[config.mk]
export PLATFORM = sky130hd
export DESIGN_NAME = charger_status_fault_regs
export DESIGN_NICKNAME = d
export VERILOG_FILES = /design/src/rtl/charger_status_fault_regs.v
export VERILOG_INCLUDE_DIRS = /design/src /design/src/rtl
export SDC_FILE = /design/constraint.sdc
export NUM_CORES = 1
export LEC_CHECK = 0
export BUFFER_PORTS_ARGS = -buffer_cell sky130_fd_sc_hd__buf_2
export CAP_MARGIN = 20
export CORE_MARGIN = 4
export CORE_UTILIZATION = 50
export DETAILED_ROUTE_END_ITERATION = 7
export PLACE_DENSITY = 0.74
export SLEW_MARGIN = 20
export SYNTH_ARGS = -nofsm -noshare
export SYNTH_HDL_FRONTEND = slang
export SYNTH_SLANG_ARGS = --single-unit
[constraint.sdc]
create_clock -name sys_clk -period 1.55 [get_ports sys_clk]
set_clock_uncertainty 0.1 [all_clocks]
set_input_delay 0.0775 -clock sys_clk [delete_from_list [all_inputs] [get_ports sys_clk]]
set_output_delay 0.0775 -clock sys_clk [all_outputs]
set_load 0.05 [all_outputs]
[src/rtl/charger_status_defines.vh]
`ifndef CHARGER_STATUS_DEFINES_VH
`define CHARGER_STATUS_DEFINES_VH
// Register offsets
`define OFS_STATE_FLAGS 8'h08
`define OFS_THERM_BATT 8'h09
`define OFS_FAULT_FLAGS 8'h0a
// Field positions
`define BIT_OVERVOLTAGE 7
`define BIT_CURRENT_LIMITED 5
`define BIT_DIE_THERMAL 4
`define BIT_CHARGE_COMPLETE 3
`define BIT_REPEATED_PEAK 4
`define BIT_BATTERY_SHORT 3
`define BIT_INDUCTOR_PEAK 2
`define BIT_THERMAL_WARN 1
`define BIT_THERMAL_SHUTDOWN 0
// Reset values
`define FAULT_RESET 4'h0
// Peak events in a row that count as repeated
`define PEAK_REPEAT_COUNT 3'h4
`endif

[src/rtl/charger_status_fault_regs.v]
// Functional notes
// RULE1: Status bit 7 follows input overvoltage level.
// RULE2: Status bit 5 shows input current limited by blocking transistor.
// RULE3: Status bit 4 shows charge current reduced by die temperature.
// RULE4: Bit 3 sets at end of charge and stays latched.
// RULE5: 3-bit charger state code 000..111 as listed.
// RULE6: Thermistor zone reported in bits 7:5.
// RULE7: Peak status bit 4 set after four or more consecutive peaks.
// RULE8: Battery class reported in bits 2:0.
// RULE9: Fault bit 3 latches battery short until cleared.
// RULE10: Fault bit 2 latches inductor peak fault.
// RULE11: Fault bit 1 latches early thermal warning.
// RULE12: Fault bit 0 latches thermal shutdown and shuts device down.
// RULE13: Fault cleared by read then write one, or input power cycle.
// RULE14: All fault flags zero after reset until a fault.
// RULE15: Peak shutdown disable high only flags; low shuts down.
// RULE16: Unused bits read zero; writes to them and read-only fields ignored.
`include "charger_status_defines.vh"
module charger_status_fault_regs (
  // Clock and reset
  input wire sys_clk,
  input wire rst,
  // Register access from the serial host interface
  input wire [7:0] reg_addr,
  input wire reg_rd,
  input wire reg_wr,
  input wire [7:0] reg_wdata,
  output reg [7:0] reg_rdata,
  // Analog condition inputs (asynchronous)
  input wire input_overvoltage_flag,
  input wire input_current_limited_flag,
  input wire die_thermal_limit_flag,
  input wire charge_end_event,
  input wire charge_restart,
  input wire [2:0] charger_state_code,
  input wire [2:0] thermistor_zone_code,
  input wire [2:0] battery_class_code,
  input wire peak_limit_event,
  input wire peak_normal_cycle,
  input wire battery_short_detect,
  input wire thermal_warn_detect,
  input wire thermal_shutdown_detect,
  input wire input_supply_good,
  // Control and results
  input wire peak_shutdown_disable,
  output reg device_shutdown
);

  // Sync: 3 stages per async bit; change accepted when stages 2 and 3 agree
  // Codes are filtered bit by bit, so a code that changes while a read lands
  // can show a mix of old and new bits for one cycle
  localparam NSYNC = 20;
  wire [NSYNC-1:0] raw_in;
  reg [NSYNC-1:0] s1_reg;
  reg [NSYNC-1:0] s2_reg;
  reg [NSYNC-1:0] s3_reg;
  reg [NSYNC-1:0] filt_reg;
  assign raw_in = {input_overvoltage_flag, input_current_limited_flag, die_thermal_limit_flag,
    charge_end_event, charge_restart, charger_state_code, thermistor_zone_code,
    battery_class_code, peak_limit_event, peak_normal_cycle, battery_short_detect,
    thermal_warn_detect, thermal_shutdown_detect, input_supply_good};

  always @(posedge sys_clk) begin
    if (rst) begin
      s1_reg <= {NSYNC{1'b0}};
      s2_reg <= {NSYNC{1'b0}};
      s3_reg <= {NSYNC{1'b0}};
      filt_reg <= {NSYNC{1'b0}};
    end else begin
      s1_reg <= raw_in;
      s2_reg <= s1_reg;
      s3_reg <= s2_reg;
      filt_reg <= (s2_reg & s3_reg) | (filt_reg & (s2_reg | s3_reg));
    end
  end

  wire ov_f = filt_reg[19];
  wire ilim_f = filt_reg[18];
  wire dtl_f = filt_reg[17];
  wire end_f = filt_reg[16];
  wire restart_f = filt_reg[15];
  wire [2:0] state_f = filt_reg[14:12];
  wire [2:0] zone_f = filt_reg[11:9];
  wire [2:0] batt_f = filt_reg[8:6];
  wire peak_f = filt_reg[5];
  wire normal_f = filt_reg[4];
  wire short_f = filt_reg[3];
  wire warn_f = filt_reg[2];
  wire tsd_f = filt_reg[1];
  wire supply_f = filt_reg[0];

  // One-cycle pulse where a filtered level goes from low to high
  function went_high;
    input now_level;
    input last_level;
    begin
      went_high = now_level & ~last_level;
    end
  endfunction

  // Edge history for event detection on filtered levels
  reg peak_d_reg;
  reg normal_d_reg;
  reg supply_d_reg;
  reg fault_read_reg;
  reg charge_complete_reg;
  reg repeated_peak_reg;
  reg [2:0] peak_run_reg;
  reg [3:0] fault_reg;
  reg [3:0] fault_next;
  wire peak_rise = went_high(peak_f, peak_d_reg);
  wire normal_rise = went_high(normal_f, normal_d_reg);
  // A supply drop clears the faults in that cycle; the fault set still wins if present
  wire supply_cycle = went_high(~supply_f, ~supply_d_reg);
  // Address decode shared by the read-arm and the write-clear paths
  wire fault_addr = (reg_addr == `OFS_FAULT_FLAGS);
  wire [3:0] wr_clear = (reg_wr && fault_addr && fault_read_reg) ? reg_wdata[3:0] : 4'h0;
  wire peak_repeat = peak_rise && (peak_run_reg >= `PEAK_REPEAT_COUNT - 3'h1);
  wire [3:0] fault_set;
  wire shutdown_cause;
  wire [7:0] state_word;
  wire [7:0] therm_word;
  wire [7:0] fault_word;

  assign fault_set[`BIT_BATTERY_SHORT] = short_f; // RULE9
  assign fault_set[`BIT_INDUCTOR_PEAK] = peak_repeat; // RULE10
  assign fault_set[`BIT_THERMAL_WARN] = warn_f; // RULE11
  assign fault_set[`BIT_THERMAL_SHUTDOWN] = tsd_f; // RULE12
  // Repeated peaks only stop the device when the disable control is low
  assign shutdown_cause = tsd_f | (peak_repeat & ~peak_shutdown_disable); // RULE12 RULE15

  // Read-back words built from the filtered levels and the latches
  assign state_word[`BIT_OVERVOLTAGE] = ov_f; // RULE1
  assign state_word[6] = 1'b0; // RULE16
  assign state_word[`BIT_CURRENT_LIMITED] = ilim_f; // RULE2
  assign state_word[`BIT_DIE_THERMAL] = dtl_f; // RULE3
  assign state_word[`BIT_CHARGE_COMPLETE] = charge_complete_reg; // RULE4
  assign state_word[2:0] = state_f; // RULE5
  assign therm_word[7:5] = zone_f; // RULE6
  assign therm_word[`BIT_REPEATED_PEAK] = repeated_peak_reg; // RULE7
  assign therm_word[3] = 1'b0; // RULE16
  assign therm_word[2:0] = batt_f; // RULE8
  assign fault_word = {4'h0, fault_reg}; // RULE16

  always @* begin
    fault_next = fault_reg & ~wr_clear; // RULE13
    if (supply_cycle) begin
      fault_next = 4'h0; // RULE13
    end
    fault_next = fault_next | fault_set;
  end

  always @(posedge sys_clk) begin
    if (rst) begin
      peak_d_reg <= 1'b0;
      normal_d_reg <= 1'b0;
      supply_d_reg <= 1'b0;
      fault_read_reg <= 1'b0;
      repeated_peak_reg <= 1'b0;
      peak_run_reg <= 3'h0;
      fault_reg <= `FAULT_RESET; // RULE14
    end else begin
      peak_d_reg <= peak_f;
      normal_d_reg <= normal_f;
      supply_d_reg <= supply_f;
      fault_reg <= fault_next;
      // Clear needs a prior read of the fault register; a write uses it up
      if (reg_rd && fault_addr) begin
        fault_read_reg <= 1'b1; // RULE13
      end else if (reg_wr && fault_addr) begin
        fault_read_reg <= 1'b0;
      end
      // Run counter saturates so a long streak cannot wrap back to zero
      if (normal_rise) begin
        peak_run_reg <= 3'h0; // RULE7
      end else if (peak_rise && peak_run_reg != 3'h7) begin
        peak_run_reg <= peak_run_reg + 3'h1;
      end
      if (normal_rise) begin
        repeated_peak_reg <= 1'b0;
      end else if (peak_repeat) begin
        repeated_peak_reg <= 1'b1; // RULE7
      end
    end
  end

  // Latch survives recharge threshold; only a new charge start drops it
  always @(posedge sys_clk) begin
    if (rst) begin
      charge_complete_reg <= 1'b0;
    end else if (end_f) begin
      charge_complete_reg <= 1'b1; // RULE4
    end else if (restart_f) begin
      charge_complete_reg <= 1'b0;
    end
  end

  // Shutdown holds until every cause is gone and the supply has dropped
  always @(posedge sys_clk) begin
    if (rst) begin
      device_shutdown <= 1'b0;
    end else if (shutdown_cause) begin
      device_shutdown <= 1'b1; // RULE12 RULE15
    end else if (supply_cycle) begin
      device_shutdown <= 1'b0;
    end
  end

  // Read mux, registered
  // Read data stands until the next read so a slow host can still fetch it
  always @(posedge sys_clk) begin
    if (rst) begin
      reg_rdata <= 8'h00;
    end else if (reg_rd) begin
      case (reg_addr)
        `OFS_STATE_FLAGS: reg_rdata <= state_word; // RULE1 RULE2 RULE3 RULE4 RULE5
        `OFS_THERM_BATT: reg_rdata <= therm_word; // RULE6 RULE7 RULE8
        `OFS_FAULT_FLAGS: reg_rdata <= fault_word; // RULE9 RULE10 RULE11 RULE12
        default: reg_rdata <= 8'h00; // RULE16
      endcase
    end
  end

endmodule
==> flow_summary.toml, run 1 <==
[run_status]
status = "finished, final reports clean"

[sta]
fmax_mhz = 683.6
fin_crit_ps = 1463
rsz0062_at_grt = "false"
setup-violations-final = 0
worst_slew_pin_slew_ps = 503.2
relSlewSlack_pct = 66.45
period_share_pct = 94.37
setup_tns_ps = 0
hold_ws_ps = 14.90
fin_ws_ps = 87.24
drv_slew = 0
finalHoldViolCount = 0

[logic_synthesis]
yosysTopAreaCell = "dfxtp_1"
yosys-top-cells-count = "dfxtp_1 (102), nor2b_1 (64), nand2_1 (31)"
netlist_area_um2 = 3321
synth_edf_count = 0
ys_seq_elements = 102
async_reset_ff_share_pct = 0
synth_top_cell_area_share_pct = 61.49
yosysSeqAreaShare_pct = 61.49
synth_most_common_cell = "dfxtp_1"
synth-main-ff-cell = "dfxtp_1"
synth_cell_type_count = 31
syn_nets = 368
postSynthCellCount = 324
synthTopCellsByArea = "dfxtp_1 (61%), nor2b_1 (12%), a21oi_1 (3.6%), nand2_1 (3.5%), o21ai_0 (3.0%)"
synth_warnings = 0
syn_area_per_cell_um2 = 10.25

[placement]
routabilityCongestion = 0.7380
dp_cells = 441
port_buffers = 45
postPlaceCellArea_um2 = 3662
pre_cts_slack_ps = 0.9441
dp_hpwl_um = 3931

[route]
firstDrtPassIters = 4
viasPerCell = 4.876
post_drt_wl_per_cell_um = 11.99
drc = 0
drt-initial-drc-count = 96
ant_nets = 0
routed_wl_um = 5802
num_vias = 2360

[setup_path]
critPathMaxFanout = 6
worst_path_dominant_cell_family = "buffers and inverters"
cp.arrival_ps = 1610
cp-start-kind = "primary input"
worst-path-stages = 6
slowest_delay_ps = 530
cpMaxStageDelayCell = "dlygate4sd3_1"
path_cells = "dlygate4sd3_1 > buf_2 > nor3b_2 > and3_2 > a41o_1 > a21oi_1"
crit_type = "in2reg"
cp_num_buf_inv = 2
worst_setup_path_end_kind = "flop"
required_ps = 1690
reg2regPathDepth = 5

[clock_tree]
cts_tree = "yes"
worstSkewPairLatency_ps = 340
h-tree-depth = 3
postCtsSetupRepairBufs = 0
clk_pin_slew_worst_paths_ps = 80
ctsLongestPathBuffers = 2
cts-root-buf = "clkbuf_8"
cts_sinks = 102
numCtsBuffers = 9

[grt]
grt_overflow = 0
grt_util_all_layers_pct = 15.92
antenna_found_initial = 0
grt_max_degree = 45
grt_pass1_vias = 2256
grt_first_pass_wirelength_um = 9687

[floorplan]
die_h_um = 89.50
core_um2 = 6386
die_x_um = 89.50
start_util_pct = 52.00
rows = 29
pin_count = 50
die_area_um2 = 8009

[layout]
final_nets = 447
instances_no_fill = 484
fin_area_um2 = 4120
drive_above_1_share_pct = 18.43
multiInputGateArea_um2 = 1217
num_antenna_cells = 0
fin_util_pct = 64.52
syn_to_final_growth_pct = 24.08
fill_cells = 496
area.sequential_um2 = 2042

[hold_path]
min_path_type = "in2reg"
whs_path_depth = 4

[power_and_ir_drop]
ir_drop_v = 0.0005775
finalPower_mw = 4.388
powerDensity_nw_per_um2 = 1065
p_leak_nw = 1.610

[run]
cap_violations = 0
-- worst register-to-register path: stages (launching register included) --
cell and delay (ps):
dfxtp_1 320, ha_2 190, ha_1 180, nor2_2 220, nor2_1 80, a211oi_1 240
-- power breakdown --
part,internal [mW],switching [mW]
registers,2.68,0.0242
logic,0.136,0.101
clock network,0.664,0.780
total,3.48,0.906
-- routing by layer --
metal	track usage (%)	vias up	part of all wire [%]
met2	26.79	63	47
li1	-	1230	-
met5	0	-	0
met4	8.119	0	1.8
met3	3.134	8	5.7
met1	19.30	1059	45
-- worst paths after layout --
path	slack [ps]	to	start
worst max-delay path	90	fault_reg[3]	reg_addr[0]
worst min register to register	340	s2_reg[3]	s1_reg[3]
worst max register to register	130	peak_run_reg[2]	peak_run_reg[0]
worst min-delay path	10	device_shutdown	peak_shutdown_disable
-- cell usage in the layout (no fill, tap or decap), drive strengths merged --
cell / netlist / final
nand2b: 2 / 2
a21o: 1 / 1
buf: 3 / 53
nor3b: 1 / 1
nand3: 3 / 3
dfxtp: 102 / 102
and3b: 1 / 1
mux2: 1 / 1
a31oi: 3 / 3
a21oi: 24 / 24
inv: 5 / 5
o21ai: 23 / 23
nor2b: 64 / 64
xnor2: 1 / 1
nand2: 31 / 31
a221oi: 3 / 3
nand4: 5 / 5
mux2i: 7 / 7
clkinv: 0 / 1
ha: 3 / 3
a41o: 1 / 1
nor3: 1 / 1
a211oi: 6 / 6
nor4: 1 / 1
nor2: 19 / 19
dlygate4sd3: 0 / 28
clkbuf: 10 / 14
a22oi: 1 / 1
and3: 2 / 2
-- cell families after synthesis --
kind of cell	synth area share (%)
simple gates	21.82
buf+inv	2.148
compound gates	10.70
flops	61.49
xor+xnor	0.2638
mux	2.449
fa+ha+maj	1.130
-- repair_timing --
| item | CTS | global route |
|---|---|---|
| gates resized for setup | 1 | 2 |
| setup endpoints to repair | 1 | 4 |
| cloned | 0 | 0 |
| hold buffers | 28 | 0 |
| endpoints found under the hold margin | 30 | 0 |
| pin swaps | 0 | 2 |
-- final cells by class --
type | instances | area share [%]
flip-flops and latches | 102 | 49.56
multi-input cells | 204 | 29.55
repair buffers | 81 | 14.03
clock buffers | 14 | 3.948
well taps | 77 | 2.338
inverters | 5 | 0.4555
clock inverters | 1 | 0.1215
Power figures use the tool's default switching activity.
==> inputs of run 2 (changes only) <==
CELL_PAD_IN_SITES_DETAIL_PLACEMENT = 0   (was default)
CELL_PAD_IN_SITES_GLOBAL_PLACEMENT = 2   (was default)
CORE_UTILIZATION = 32   (was 50)
CTS_CLUSTER_SIZE = 12   (was default)
HOLD_SLACK_MARGIN = 0.1   (was default)
PLACE_DENSITY = default   (was 0.74)
PLACE_DENSITY_LB_ADDON = 0.1   (was default)
==> flow_summary.toml, run 2 (synthesis gave the netlist of run 1 again) <==
[clock_tree]
numCtsBuffers = 9
cts_sinks = 102
h-tree-depth = 3
clk_pin_slew_worst_paths_ps = 100
cts-root-buf = "clkbuf_8"
ctsLongestPathBuffers = 2
cts_tree = "yes"
worstSkewPairLatency_ps = 350

[grt]
grt_overflow = 0
grt_util_all_layers_pct = 11.26
grt_first_pass_wirelength_um = 10470
grt_pass1_vias = 2275
antenna_found_initial = 0
grt_max_degree = 48

[floorplan]
die_area_um2 = 12070
pin_count = 50
die_x_um = 109.9
rows = 36
start_util_pct = 33.36
die_h_um = 109.9
core_um2 = 9955

[power_and_ir_drop]
p_leak_nw = 1.648
powerDensity_nw_per_um2 = 1054
power.internal_mw = 3.505
clockPowerShare_pct = 34.5
ir_drop_v = 0.0003798
swShare_pct = 22.46
p_sw_mw = 1.015
p_comb_share_pct = 5.6
finalPower_mw = 4.520
share_seq_of_total_power_pct = 59.9

[sta]
period_share_pct = 95.75
worst_slew_pin_slew_ps = 357.2
setup_tns_ps = 0
fin_crit_ps = 1484
relSlewSlack_pct = 76.18
drv_slew = 0
setup-violations-final = 0
rsz0062_at_grt = "false"
finalHoldViolCount = 0
fmax_mhz = 673.8

[route]
viasPerCell = 4.277
num_vias = 2344
ant_nets = 0
firstDrtPassIters = 4
routed_wl_um = 6330
drt-initial-drc-count = 71
drc = 0
post_drt_wl_per_cell_um = 11.55

[run_status]
status = "finished, final reports clean"

[layout]
fin_area_um2 = 4288
num_antenna_cells = 0
final_nets = 454
syn_to_final_growth_pct = 29.13
drive_above_1_share_pct = 19.04
final_common_cell = "dfxtp_1"
layout_common_cells = "dfxtp_1 (101), nor2b_1 (64), buf_2 (44), dlygate4sd3_1 (34), nand2_1 (31)"

[setup_path]
crit_type = "in2reg"
cp-start-kind = "primary input"
cp.arrival_ps = 1610
required_ps = 1680
critPathMaxFanout = 6
worst_setup_path_end_kind = "flop"

[run]
cap_violations = 0

[placement]
dp_hpwl_um = 4195
port_buffers = 45
postPlaceCellArea_um2 = 3732
routabilityCongestion = 0.7207

[hold_path]
min_path_type = "in2reg"
## run 2: repair_timing
| action | 4_1_cts | 5_1_grt |
|---|---|---|
| resized for setup | 1 | 6 |
| hold buffers | 34 | 0 |
| hold endpoints to repair | 38 | 0 |
| buffers inserted | 0 | 1 |
| pin swaps | 0 | 3 |
| endpoints found under the setup margin | 2 | 6 |
## run 2: final cells by class
cell class	instances	area [um2]
well taps	133	166.4
clock buffers	12	155.1
inverters	5	18.77
repair buffers	88	651.9
multi-input cells	204	1221
flip-flops and latches	102	2043
clock inverters	4	31.28
fillers	990	5667
## run 2: power groups by stage
| stage | sequential [mW] | clock (mW) | combinational [mW] |
|---|---|---|---|
| after floorplan | 2.76 | 0 | 0.106 |
| after global routing | 2.72 | 1.74 | 0.282 |
| after detailed placement | 2.77 | 0 | 0.188 |
| after global placement | 2.77 | 0 | 0.187 |
| final | 2.71 | 1.56 | 0.252 |
| after CTS | 2.71 | 1.65 | 0.252 |
## run 2: worst paths after layout
kind                                       from         endpoint  slack, ps  cells after the start
worst max-delay path                reg_addr[0]     fault_reg[3]         70                      6
worst min-delay path                reg_addr[0]     reg_rdata[4]        140                      4
worst max register to register  peak_run_reg[0]  device_shutdown        110                      6
worst min register to register       s1_reg[19]       s2_reg[19]        340                      1
## run 2: worst max-delay path, cell delays in order
cell and delay (ps):
buf_2 120, dlygate4sd3_1 630, nor3b_4 310, and3_2 230, a41o_1 170, a21oi_1 60
## run 2: per-stage QoR
step,setup WS (ps),cells,utilization [%],hold WS (ps)
floorplan,66.74,324,-,105.7
global placement,-18.16,497,37.49,185.4
detailed placement,-29.44,497,37.49,190.8
CTS,22.20,547,42.84,81.63
global route,1.390,548,43.07,161.7
finish,65.85,548,43.07,140.7
## run 2: routing by layer
metal | part of all wire, % | track usage [%] | vias up
met5 | 0 | 0 | -
met4 | 2.1 | 5.877 | 0
met3 | 5.2 | 2.584 | 11
met2 | 42 | 17.03 | 44
met1 | 51 | 14.91 | 1041
li1 | - | - | 1248
==> inputs of run 3 (changes only) <==
RECOVER_POWER = 50   (was default)
==> flow_summary.toml, run 3 (synthesis gave the netlist of run 1 again) <==
[run_status]
status = "finished, final reports clean"

[power_and_ir_drop]
share_seq_of_total_power_pct = 60.0
p_sw_mw = 1.011
clockPowerShare_pct = 34.6
powerDensity_nw_per_um2 = 1058
p_leak_nw = 1.622
p_comb_share_pct = 5.4
ir_drop_v = 0.0003796
swShare_pct = 22.42
power.internal_mw = 3.499

[route]
num_vias = 2349
viasPerCell = 4.286
drc = 0
drt-initial-drc-count = 72
firstDrtPassIters = 4
ant_nets = 0
post_drt_wl_per_cell_um = 11.54
routed_wl_um = 6322

[clock_tree]
clk_pin_slew_worst_paths_ps = 100
worstSkewPairLatency_ps = 350
cts_sinks = 102
cts_tree = "yes"
ctsLongestPathBuffers = 2
h-tree-depth = 3
numCtsBuffers = 9
cts-root-buf = "clkbuf_8"

[setup_path]
cp-start-kind = "primary input"
worst_setup_path_end_kind = "flop"
crit_start = "reg_addr[3]"
critPathMaxFanout = 3
timing.rr.start = "peak_run_reg[0]"
cp.arrival_ps = 1680
crit_type = "in2reg"
required_ps = 1740

[layout]
drive_above_1_share_pct = 17.83
fin_area_um2 = 4262
syn_to_final_growth_pct = 28.33
final_nets = 454
layout_common_cells = "dfxtp_1 (101), nor2b_1 (64), buf_2 (40), dlygate4sd3_1 (34), nand2_1 (31)"
num_antenna_cells = 0
final_common_cell = "dfxtp_1"

[grt]
grt_pass1_vias = 2275
grt_max_degree = 48
grt_util_all_layers_pct = 11.26
grt_overflow = 0
antenna_found_initial = 0
grt_first_pass_wirelength_um = 10470

[sta]
fin_crit_ps = 1490
finalHoldViolCount = 0
relSlewSlack_pct = 58.91
setup-violations-final = 0
period_share_pct = 96.14
rsz0062_at_grt = "false"
fin_ws_ps = 59.83
fmax_mhz = 671.1
drv_slew = 0
worst_slew_pin_slew_ps = 619.0
hold_ws_ps = 157.3

[floorplan]
start_util_pct = 33.36
die_x_um = 109.9
core_um2 = 9955
pin_count = 50
rows = 36
die_area_um2 = 12070
die_h_um = 109.9

[hold_path]
min_path_type = "in2reg"
holdCritStartpoint = "reg_addr[0]"

[run]
cap_violations = 0

[placement]
routabilityCongestion = 0.7207
port_buffers = 45
pre_cts_slack_ps = -29.44
postPlaceCellArea_um2 = 3732
dp_hpwl_um = 4195
-- run 3: metrics by stage --
stage	setup TNS, ps	power (mW)	std cells	util [%]
floorplan	0	2.869	324	-
global placement	-18.16	2.955	497	37.49
detailed placement	-29.44	2.958	497	37.49
CTS	0	4.609	547	42.84
global route	0	4.733	548	42.81
finish	0	4.510	548	42.81
-- run 3: power by group through the flow --
| stage | clock [mW] | sequential, mW | combinational [mW] |
|---|---|---|---|
| 2_1_floorplan | 0 | 2.76 | 0.106 |
| 5_1_grt | 1.74 | 2.72 | 0.274 |
| 4_1_cts | 1.65 | 2.71 | 0.252 |
| 3_5_place_dp | 0 | 2.77 | 0.188 |
| 6_report | 1.56 | 2.71 | 0.245 |
| 3_3_place_gp | 0 | 2.77 | 0.187 |
-- run 3: cell type report --
type,instances,area (um2)
Timing Repair Buffer,88,625.6
Sequential cell,102,2043
Clock buffer,12,155.1
Multi-Input combinational cell,204,1221
Clock inverter,4,31.28
Inverter,5,18.77
Tap cell,133,166.4
Fill cell,998,5693
-- run 3: per-layer routing --
| metal | vias to the layer above | GRT usage [%] | share of wire (%) |
|---|---|---|---|
| li1 | 1249 | - | - |
| met1 | 1045 | 14.91 | 51 |
| met2 | 44 | 17.03 | 42 |
| met3 | 11 | 2.584 | 5.0 |
| met4 | 0 | 5.877 | 2.1 |
| met5 | - | 0 | 0 |
-- run 3: what timing repair did --
item,4_1_cts,5_1_grt
endpoints found under the hold margin,38,0
setup buffers,0,1
pin swaps,0,3
resized for setup,1,6
hold buffers,34,0
setup endpoints to repair,2,6
-- run 3: worst paths after layout --
path	cells after the start	slack [ps]	to
max reg2reg	6	110	device_shutdown
min	4	160	reg_rdata[4]
min reg2reg	1	340	s2_reg[19]
max	6	60	reg_rdata[6]
-- run 3: worst max-delay path: stages --
cell,delay [ps]
dlygate4sd3_1,520
buf_2,110
and3b_4,210
nand3_1,70
dlygate4sd3_1,560
a21oi_1,120
